`src/hw/osc_ctl_pkg.sv`:
```
// Constants and carrier types for the oscillator selection control block
package osc_ctl_pkg;

    // ------------------------------------------------------------------
    // Register map (byte addresses) and alias codes
    // ------------------------------------------------------------------
    localparam logic [15:0] OFF_OSC_CTL   = 16'hF000;
    localparam logic [15:0] OFF_FRC_TUNE  = 16'hF010;
    localparam logic [15:0] OFF_REF_CTL   = 16'hF020;
    localparam logic [15:0] OFF_REF_TRIM  = 16'hF030;
    localparam logic [15:0] OFF_UNLOCK    = 16'hF040;
    localparam logic [1:0]  ALIAS_WRITE   = 2'h0;
    localparam logic [1:0]  ALIAS_CLR     = 2'h1;
    localparam logic [1:0]  ALIAS_SET     = 2'h2;
    localparam logic [1:0]  ALIAS_INV     = 2'h3;

    // ------------------------------------------------------------------
    // Oscillator control field positions
    // ------------------------------------------------------------------
    localparam int POS_PLL_POST_DIV = 27;
    localparam int POS_FAST_RC_DIV  = 24;
    localparam int POS_SOSC_READY   = 22;
    localparam int POS_PB_WRITE_OK  = 21;
    localparam int POS_PB_DIVISOR   = 19;
    localparam int POS_PLL_MULT     = 16;
    localparam int POS_CUR_SOURCE   = 12;
    localparam int POS_NEXT_SOURCE  = 8;
    localparam int POS_FREEZE       = 7;
    localparam int POS_USB_LOCKED   = 6;
    localparam int POS_SYS_LOCKED   = 5;
    localparam int POS_SLEEP_WAIT   = 4;
    localparam int POS_CLOCK_FAIL   = 3;
    localparam int POS_USB_FROM_RC  = 2;
    localparam int POS_SOSC_ENABLE  = 1;
    localparam int POS_SWITCH_REQ   = 0;

    // Writable bits, frozen selection bits, divisor bits, reset values
    localparam logic [31:0] OSC_WR_MASK   = 32'h3F1F079F;
    localparam logic [31:0] OSC_FRZ_MASK  = 32'h3F070701;
    localparam logic [31:0] OSC_PB_MASK   = 32'h00180000;
    localparam logic [31:0] OSC_RESET     = 32'h01000000;
    localparam logic [31:0] TUNE_WR_MASK  = 32'h0000003F;
    localparam logic [31:0] REF_WR_MASK   = 32'h7FFFBA0F;
    localparam logic [31:0] REF_HC_MASK   = 32'h00000200;
    localparam logic [31:0] TRIM_WR_MASK  = 32'hFF800000;
    localparam logic [31:0] REG_RESET     = 32'h00000000;

    // Unlock keys, written in this order to the unlock register
    localparam logic [31:0] UNLOCK_KEY1   = 32'h0000C1A5;
    localparam logic [31:0] UNLOCK_KEY2   = 32'h00005A3C;

    // Divisor settle time after a change, in ns, and in cycles at 200 MHz
    localparam int CLK_PERIOD_PS     = 5000;
    localparam int PB_SETTLE_NS      = 20;
    localparam int PB_SETTLE_CYC_INT =
        (PB_SETTLE_NS * 1000 + CLK_PERIOD_PS - 1) / CLK_PERIOD_PS;
    localparam logic [3:0] PB_SETTLE_CYC = 4'(PB_SETTLE_CYC_INT);

    // ------------------------------------------------------------------
    // Carrier types
    // ------------------------------------------------------------------
    typedef struct packed {
        logic [1:0] switch_monitor_fuse;
        logic [2:0] initial_source_fuse;
        logic [2:0] pll_post_divider;
        logic [2:0] pll_multiplier;
        logic [1:0] periph_bus_divisor;
        logic       secondary_osc_enable;
    } fuse_t;

    typedef struct packed {
        logic sosc_stable;
        logic sys_pll_locked;
        logic usb_pll_locked;
        logic clock_failed;
        logic source_ready;
    } osc_status_t;

    typedef struct packed {
        logic [2:0] active_source;
        logic [2:0] requested_source;
        logic       switch_busy;
        logic [8:0] pll_post_div_ratio;
        logic [8:0] fast_rc_div_ratio;
        logic [3:0] periph_div_ratio;
        logic [4:0] pll_mult_factor;
        logic       secondary_osc_enable;
        logic       usb_clock_from_rc;
        logic [5:0] rc_trim_field;
        logic       enter_sleep;
        logic       enter_idle;
    } clk_cfg_t;

endpackage

```
`src/hw/osc_select_ctl.sv`:
```
// APB slave holding the oscillator selection and clock divider registers
//
// Function
// - PLL post divider code 0..7 divides by 1,2,4,8,16,32,64,256.
// - Fast RC divider code 0..7 divides likewise; resets to divide by two.
// - Secondary oscillator ready reads one only while it runs stably.
// - Read-only flag tells whether the bus divisor may be written now.
// - Bus divisor codes 0..3 divide system clock by 1,2,4,8.
// - PLL multiplier codes select 15,16,17,18,19,20,21,24.
// - Read-only current source field reports the active clock.
// - Next source loads from the initial source fuse at reset.
// - Monitor fuse 1x: freeze bit locks clock and PLL selections.
// - Monitor fuse 0x: selections are never locked.
// - USB PLL lock flag is read-only, one when locked.
// - System PLL lock flag is read-only, one when locked.
// - Sleep-on-wait one: wait enters Sleep; zero: enters Idle.
// - Clear, set and invert aliases sit at offsets 4, 8, C.
// - Oscillator control ignores writes without the unlock sequence.
// - Unimplemented bits read zero; trim field bits 5:0, reset zero.
// - Clock fail bit sets on a detected clock failure.
// - Switch request starts a switch; hardware clears it on completion.
// - Secondary oscillator enable turns that oscillator on or off.
// - USB clock select picks fast RC when one, else primary or PLL.
`timescale 1ns/1ps

module osc_select_ctl #(
    parameter int ADDR_W = 16
) (
    input  wire logic                      pclk,
    input  wire logic                      presetn,
    input  wire logic                      psel,
    input  wire logic                      penable,
    input  wire logic                      pwrite,
    input  wire logic [ADDR_W-1:0]         paddr,
    input  wire logic [31:0]               pwdata,
    output logic [31:0]                    prdata,
    output logic                           pready,
    output logic                           pslverr,
    input  wire osc_ctl_pkg::fuse_t        fuse,
    input  wire osc_ctl_pkg::osc_status_t  status_raw,
    input  wire logic                      wait_exec,
    output osc_ctl_pkg::clk_cfg_t          cfg
);

    // ------------------------------------------------------------------
    // State
    // ------------------------------------------------------------------
    typedef struct packed {
        osc_ctl_pkg::osc_status_t sync1;
        osc_ctl_pkg::osc_status_t sync2;
        logic                     fuse_loaded;
        logic [1:0]               monitor_fuse;
        logic [31:0]              osc;
        logic [2:0]               cur_src;
        logic [31:0]              tune;
        logic [31:0]              refc;
        logic [31:0]              trim;
        logic                     key_stage;
        logic                     unlocked;
        logic [3:0]               pb_busy;
        logic [31:0]              rdata;
        logic                     ready;
        logic                     err;
        osc_ctl_pkg::clk_cfg_t    out;
    } state_t;

    state_t q;
    state_t s;

    // Divide ratio for the 3-bit divider codes
    function automatic logic [8:0] div_ratio(input logic [2:0] code);
        div_ratio = (code == 3'h7) ? 9'h100 : (9'h001 << code);
    endfunction

    // Multiplication factor for the PLL multiplier code
    function automatic logic [4:0] mult_factor(input logic [2:0] code);
        case (code)
            3'h7:    mult_factor = 5'h18;
            default: mult_factor = 5'(5'h0F + {2'h0, code});
        endcase
    endfunction

    // Write, clear, set or invert applied to an old value
    function automatic logic [31:0] apply_alias(
        input logic [1:0]  alias_code,
        input logic [31:0] old,
        input logic [31:0] wd
    );
        case (alias_code)
            osc_ctl_pkg::ALIAS_CLR: apply_alias = old & ~wd;
            osc_ctl_pkg::ALIAS_SET: apply_alias = old | wd;
            osc_ctl_pkg::ALIAS_INV: apply_alias = old ^ wd;
            default:                apply_alias = wd;
        endcase
    endfunction

    // ------------------------------------------------------------------
    // Decode
    // ------------------------------------------------------------------
    logic        setup;
    logic        access;
    logic [11:0] reg_sel;
    logic [1:0]  alias_code;
    logic        hit_osc;
    logic        hit_tune;
    logic        hit_ref;
    logic        hit_trim;
    logic        hit_key;
    logic        mapped;
    logic        frozen;
    logic        pb_ok;
    logic        wr_osc;
    logic [31:0] osc_view;

    // Bus phases and register select
    assign setup      = psel & ~penable;
    assign access     = psel & penable & q.ready;
    assign reg_sel    = paddr[15:4];
    assign alias_code = paddr[3:2];
    assign hit_osc    = (reg_sel == osc_ctl_pkg::OFF_OSC_CTL[15:4]);
    assign hit_tune   = (reg_sel == osc_ctl_pkg::OFF_FRC_TUNE[15:4]);
    assign hit_ref    = (reg_sel == osc_ctl_pkg::OFF_REF_CTL[15:4]);
    assign hit_trim   = (reg_sel == osc_ctl_pkg::OFF_REF_TRIM[15:4]);
    assign hit_key    = (reg_sel == osc_ctl_pkg::OFF_UNLOCK[15:4]) &&
                        (alias_code == osc_ctl_pkg::ALIAS_WRITE);
    assign mapped     = hit_osc | hit_tune | hit_ref | hit_trim | hit_key;
    assign wr_osc     = access & pwrite & hit_osc;

    // Freeze acts only when the monitor fuse high bit is set
    assign frozen = q.osc[osc_ctl_pkg::POS_FREEZE] &
                    q.monitor_fuse[1];
    assign pb_ok  = (q.pb_busy == 4'h0);

    // Read view of oscillator control with live status bits
    always_comb
    begin
        osc_view = q.osc & osc_ctl_pkg::OSC_WR_MASK;
        osc_view[osc_ctl_pkg::POS_SOSC_READY] = q.sync2.sosc_stable &
            q.osc[osc_ctl_pkg::POS_SOSC_ENABLE];
        osc_view[osc_ctl_pkg::POS_PB_WRITE_OK] = pb_ok;
        osc_view[osc_ctl_pkg::POS_CUR_SOURCE +: 3] = q.cur_src;
        osc_view[osc_ctl_pkg::POS_USB_LOCKED] =
            q.sync2.usb_pll_locked;
        osc_view[osc_ctl_pkg::POS_SYS_LOCKED] =
            q.sync2.sys_pll_locked;
    end

    // ------------------------------------------------------------------
    // Next state
    // ------------------------------------------------------------------
    always_comb
    begin
        logic [31:0] nv;
        logic [31:0] keep;
        nv   = 32'h0;
        keep = 32'h0;
        s    = q;

        // Two-flop synchronisers for analog status inputs
        s.sync1 = status_raw;
        s.sync2 = q.sync1;

        // Fuse values captured once after reset release
        if (!q.fuse_loaded)
        begin
            s.fuse_loaded  = 1'b1;
            s.monitor_fuse = fuse.switch_monitor_fuse;
            s.osc[osc_ctl_pkg::POS_NEXT_SOURCE +: 3] =
                fuse.initial_source_fuse;
            s.cur_src = fuse.initial_source_fuse;
            s.osc[osc_ctl_pkg::POS_PLL_POST_DIV +: 3] = fuse.pll_post_divider;
            s.osc[osc_ctl_pkg::POS_PLL_MULT +: 3]     = fuse.pll_multiplier;
            s.osc[osc_ctl_pkg::POS_PB_DIVISOR +: 2]   =
                fuse.periph_bus_divisor;
            s.osc[osc_ctl_pkg::POS_SOSC_ENABLE] = fuse.secondary_osc_enable;
        end

        // Divisor settle countdown
        if (q.pb_busy != 4'h0)
        begin
            s.pb_busy = q.pb_busy - 4'h1;
        end

        // Clock switch completes only once the new source is ready
        if (q.osc[osc_ctl_pkg::POS_SWITCH_REQ] && q.sync2.source_ready)
        begin
            s.cur_src = q.osc[osc_ctl_pkg::POS_NEXT_SOURCE +: 3];
            s.osc[osc_ctl_pkg::POS_SWITCH_REQ] = 1'b0;
        end

        // Divider switch completes at once
        s.refc = q.refc & ~osc_ctl_pkg::REF_HC_MASK;

        // Register writes at the access edge
        if (access && pwrite)
        begin
            if (hit_osc && q.unlocked)
            begin
                nv   = apply_alias(alias_code, osc_view, pwdata);
                keep = ~osc_ctl_pkg::OSC_WR_MASK;
                if (frozen)
                begin
                    keep = keep | osc_ctl_pkg::OSC_FRZ_MASK;
                end
                if (!pb_ok)
                begin
                    keep = keep | osc_ctl_pkg::OSC_PB_MASK;
                end
                if (((nv ^ q.osc) & osc_ctl_pkg::OSC_PB_MASK & ~keep) != 0)
                begin
                    s.pb_busy = osc_ctl_pkg::PB_SETTLE_CYC;
                end
                s.osc = (s.osc & keep) | (nv & ~keep);
            end
            if (hit_tune && q.unlocked)
            begin
                s.tune = apply_alias(alias_code, q.tune, pwdata) &
                         osc_ctl_pkg::TUNE_WR_MASK;
            end
            if (hit_ref)
            begin
                s.refc = apply_alias(alias_code, q.refc, pwdata) &
                         osc_ctl_pkg::REF_WR_MASK;
            end
            if (hit_trim)
            begin
                s.trim = apply_alias(alias_code, q.trim, pwdata) &
                         osc_ctl_pkg::TRIM_WR_MASK;
            end
            // Unlock: key one then key two; any other value restarts
            if (hit_key)
            begin
                s.key_stage = (pwdata == osc_ctl_pkg::UNLOCK_KEY1);
                s.unlocked  = q.key_stage &&
                              (pwdata == osc_ctl_pkg::UNLOCK_KEY2);
            end
            if (hit_osc || hit_tune)
            begin
                s.unlocked = 1'b0;
            end
        end

        // Clock failure sets the flag; set wins over a clear
        if (q.sync2.clock_failed)
        begin
            s.osc[osc_ctl_pkg::POS_CLOCK_FAIL] = 1'b1;
        end

        // Answer one cycle after setup
        s.ready = setup;
        s.err   = setup & ~mapped;
        s.rdata = 32'h0;
        if (setup && !pwrite)
        begin
            if (hit_osc)
            begin
                s.rdata = osc_view;
            end
            else if (hit_tune)
            begin
                s.rdata = q.tune;
            end
            else if (hit_ref)
            begin
                s.rdata = q.refc;
            end
            else if (hit_trim)
            begin
                s.rdata = q.trim;
            end
        end

        // Registered clock configuration outputs
        s.out.active_source    = s.cur_src;
        s.out.requested_source =
            s.osc[osc_ctl_pkg::POS_NEXT_SOURCE +: 3];
        s.out.switch_busy = s.osc[osc_ctl_pkg::POS_SWITCH_REQ];
        s.out.pll_post_div_ratio =
            div_ratio(s.osc[osc_ctl_pkg::POS_PLL_POST_DIV +: 3]);
        s.out.fast_rc_div_ratio =
            div_ratio(s.osc[osc_ctl_pkg::POS_FAST_RC_DIV +: 3]);
        s.out.periph_div_ratio = 4'h1 <<
            s.osc[osc_ctl_pkg::POS_PB_DIVISOR +: 2];
        s.out.pll_mult_factor =
            mult_factor(s.osc[osc_ctl_pkg::POS_PLL_MULT +: 3]);
        s.out.secondary_osc_enable =
            s.osc[osc_ctl_pkg::POS_SOSC_ENABLE];
        s.out.usb_clock_from_rc =
            s.osc[osc_ctl_pkg::POS_USB_FROM_RC];
        s.out.rc_trim_field = s.tune[5:0];
        s.out.enter_sleep = wait_exec &
            q.osc[osc_ctl_pkg::POS_SLEEP_WAIT];
        s.out.enter_idle  = wait_exec &
            ~q.osc[osc_ctl_pkg::POS_SLEEP_WAIT];
    end

    // State register
    always_ff @(posedge pclk or negedge presetn)
    begin
        if (!presetn)
        begin
            q          <= '0;
            q.osc      <= osc_ctl_pkg::OSC_RESET;
            q.tune     <= osc_ctl_pkg::REG_RESET;
            q.out.fast_rc_div_ratio <= 9'h002;
            q.out.periph_div_ratio  <= 4'h1;
            q.out.pll_post_div_ratio <= 9'h001;
            q.out.pll_mult_factor   <= 5'h0F;
        end
        else
        begin
            q <= s;
        end
    end

    // Outputs straight from flops
    assign prdata  = q.rdata;
    assign pready  = q.ready;
    assign pslverr = q.err;
    assign cfg     = q.out;
endmodule // osc_select_ctl

```
`config.mk`:
```
export PLATFORM = sky130hd
export DESIGN_NAME = osc_select_ctl
export DESIGN_NICKNAME = d
export VERILOG_FILES = /design/src/hw/osc_ctl_pkg.sv /design/src/hw/osc_select_ctl.sv
export SDC_FILE = /design/constraint.sdc
export NUM_CORES = 1
export LEC_CHECK = 0
export BUFFER_PORTS_ARGS = -buffer_cell sky130_fd_sc_hd__buf_4
export CAP_MARGIN = 0
export CORE_MARGIN = 2
export CORE_UTILIZATION = 62
export DETAILED_ROUTE_END_ITERATION = 12
export GPL_TIMING_DRIVEN = 0
export PLACE_DENSITY = 0.9
export SYNTH_ARGS = -nofsm -noshare
export SYNTH_HDL_FRONTEND = slang
export SYNTH_SLANG_ARGS = --single-unit
```
`constraint.sdc`:
```
create_clock -name pclk -period 5.2 [get_ports pclk]
set_clock_uncertainty 0.1 [all_clocks]
set_input_delay 1.04 -clock pclk [delete_from_list [all_inputs] [get_ports pclk]]
set_output_delay 1.04 -clock pclk [all_outputs]
set_load 0.03 [all_outputs]
```
==> results.cfg <==
[cells_and_area]
drive_above_1_share_pct = 31.1
fin_nets = 1273
area_growth_pct = 20.2
fillers = 947
n_antenna_cell = 0

[cts]
cts_buffer_depth = 2
cts_buffers = 17
cts_setup_buffers = 0
cts_root_buffer = clkbuf_16
htree_levels = 4
cts.clk_slew.worst_paths_ns = 0.06
clk_latency_ns = 0.44
ctsHoldBuffers = 0
cts_tree = done
cts_sinks = 141
cts_resized = 0

[synthesis]
syn_avg_cell_area_sq_um = 10.3
synth_top_cell_area_share_pct = 35.3
netlist_top_cells_area = dfrtp_1 (35%), ha_1 (16%), mux4_2 (6.7%)
yosys-top-cells-count = dfrtp_1 (133), inv_1 (127), ha_1 (120)
netlist_area_sq_um = 9430
synth_cells = 918
synth.distinct_cells = 49
synth_edf_count = 0
seq_area_frac_synth_pct = 37.5
synth-seq-cells = 141
ys.flop_type = dfrtp_1
yosys_warnings = 0
async_flop_share_pct = 100
synthMostInstantiatedCell = dfrtp_1
synth_area_leader_cell = dfrtp_1

[detailed_routing]
route.vias.total = 7688
routed_wl_microns = 24800
routedWlPerCell_microns = 19.4
ant_nets = 0
drtIter0Drc = 806
viasPerCell = 6.00
drt_pass1_iterations = 6
drc = 0

[sta]
tns_ns = 0
finalMaxSlewViolations = 0
final_hold_viol_count = 0
rsz0062_at_grt = false
setup_viol = 0
maxSlewHeadroom_pct = 28.8
layout_min_cycle_time_ns = 3.84
timing.hold.ws_ns = 0.246
fmax_mhz = 260
finalCritPeriodShare_pct = 73.9
tightest_slew_ns = 1.06

[power]
p_int_mw = 2.11
p_sw_mw = 0.795
seqPwrFrac_pct = 40.8
power_leakage_nw = 5.77
power.share.switching_pct = 27.4
combPwrFrac_pct = 17.7
power_density_nw_per_um2 = 256
power_mw = 2.90
clockPowerShare_pct = 41.5
vdd_drop_max_mv = 0.236

[job]
drv_cap = 0

[critical_path]
slowest_delay_ns = 0.87
crit_path_top_delay_cell = nor4_1
arrival_ns = 4.08
ff2ff_setup_slack_ns = 2.42
critPathRequiredTime_ns = 5.44
path_cells = buf_4, or4_4, nor4_1, nand4_1, clkbuf_1, a21oi_1
crit_path_max_fanout = 10
end_kind = register
worstSetupPathType = input pin to register
critPathLaunchType = input pin

[status]
outcome = complete, no violations

[global_routing]
grt_max_degree = 90
antenna_found_initial = 0
grt_use_total_pct = 31.6
grt-ovfl-total = 0
grt_pass1_wl_microns = 39600
grt_pass1_vias = 7882

[placement]
globalplace.congestion = 0.898
numPortBuffers = 141
hpwl_microns = 17200

[floorplanning]
io_pins = 151
die_x_microns = 127
core_area_sq_um = 15000
dieArea_sq_um = 16200
start_util_pct = 62.7
die_y_microns = 127
rows = 45

[hold_path]
holdCritPathClass = register to register
[worst max-delay path: cells and delay by family]
family	cells	cell delay (ns)
compound gates	1	0.31
simple gates	3	2.15
buf+inv	2	0.58
[per-stage QoR]
stage | worst slack [ns] | std cells | util (%) | instance area (sq um)
after floorplan | 1.82 | 919 | - | 9440
after global routing | 1.22 | 1281 | 75.4 | 11300
final | 1.36 | 1281 | 75.4 | 11300
after CTS | 1.47 | 1281 | 75.4 | 11300
after global placement | 1.10 | 1248 | 71.4 | 10700
after detailed placement | 1.04 | 1249 | 71.6 | 10800
[metal layers]
metal  share of wire (%)  routed length, microns  up-vias  GRT usage [%]
li1                    -                       -     3403              -
met1                  38                    9340     3712           40.0
met2                  48                   12000      463           51.7
met3                 9.3                    2310      110           6.62
met4                 4.8                    1190        0           15.9
met5                   0                       0        -              0
[state kept, by name (all words and copies together), names as in the netlist]
register and count:
q 55, cfg 32, prdata 32, osc_view 20
pready 1, pslverr 1
[cells in the final DEF (no fill, tap or decap), types with 3 or more instances in the layout]
cell | Yosys | routed
nand2_1 | 25 | 25
nand4_1 | 8 | 8
or3_1 | 3 | 3
and2_1 | 6 | 6
buf_1 | 5 | 5
a211oi_1 | 55 | 55
clkinv_2 | 0 | 6
buf_2 | 5 | 5
ha_1 | 120 | 120
nand3_1 | 6 | 6
dfrtp_1 | 133 | 133
nor2b_1 | 5 | 5
and3_1 | 6 | 6
o21ai_0 | 27 | 27
a21o_1 | 5 | 5
a22o_1 | 9 | 9
dfstp_2 | 8 | 8
xnor2_1 | 3 | 3
clkbuf_16 | 0 | 17
nand2b_1 | 3 | 3
nor2_1 | 46 | 46
nor3b_1 | 4 | 4
conb_1 | 2 | 3
clkinvlp_4 | 0 | 4
nor4_1 | 10 | 10
mux2_2 | 41 | 41
mux4_2 | 28 | 28
nor3_1 | 25 | 25
clkbuf_1 | 33 | 34
a21oi_1 | 50 | 50
inv_1 | 127 | 127
mux2i_1 | 24 | 24
buf_4 | 76 | 216
[power groups by stage]
| stage | Sequential [mW] | Combinational [mW] | Clock (mW) |
|---|---|---|---|
| 2_1_floorplan | 1.19 | 0.326 | 0 |
| 3_3_place_gp | 1.20 | 0.476 | 0 |
| 3_5_place_dp | 1.20 | 0.502 | 0 |
| 4_1_cts | 1.18 | 0.510 | 1.20 |
| 5_1_grt | 1.19 | 0.562 | 1.25 |
| 6_report | 1.18 | 0.514 | 1.21 |
[worst paths after layout]
path / depth (start not counted) / start / end
max: 6 / paddr[8] / q[112]
min in group asynchronous: 1 / presetn / cfg[1]
max in group asynchronous: 2 / presetn / osc_view[24]
min: 0 / q[223] / q[218]
min reg2reg: 0 / q[223] / q[218]
max reg2reg: 7 / pready / cfg[24]
[layout make-up]
class / count / area (sq um) / share of cell area, %
Timing Repair Buffer: 142 / 1090 / 9.61
Clock buffer: 20 / 457 / 4.03
Multi-Input combinational cell: 531 / 4670 / 41.2
Sequential cell: 141 / 3540 / 31.2
Buffer: 120 / 749 / 6.61
Clock inverter: 12 / 120 / 1.06
Tap cell: 188 / 235 / 2.07
Inverter: 127 / 477 / 4.20
[cell families after synthesis]
logic type / share of synthesized area (%)
flip-flops: 37.5
AO/OA/AOI/OAI: 10.4
multiplexers: 14.4
AND/OR/NAND/NOR: 8.49
XOR/XNOR: 0.279
buffers and inverters: 13.0
adder cells (fa/ha/maj): 15.9
other: 0.0796
No activity file was read; power rests on OpenSTA's default activity.
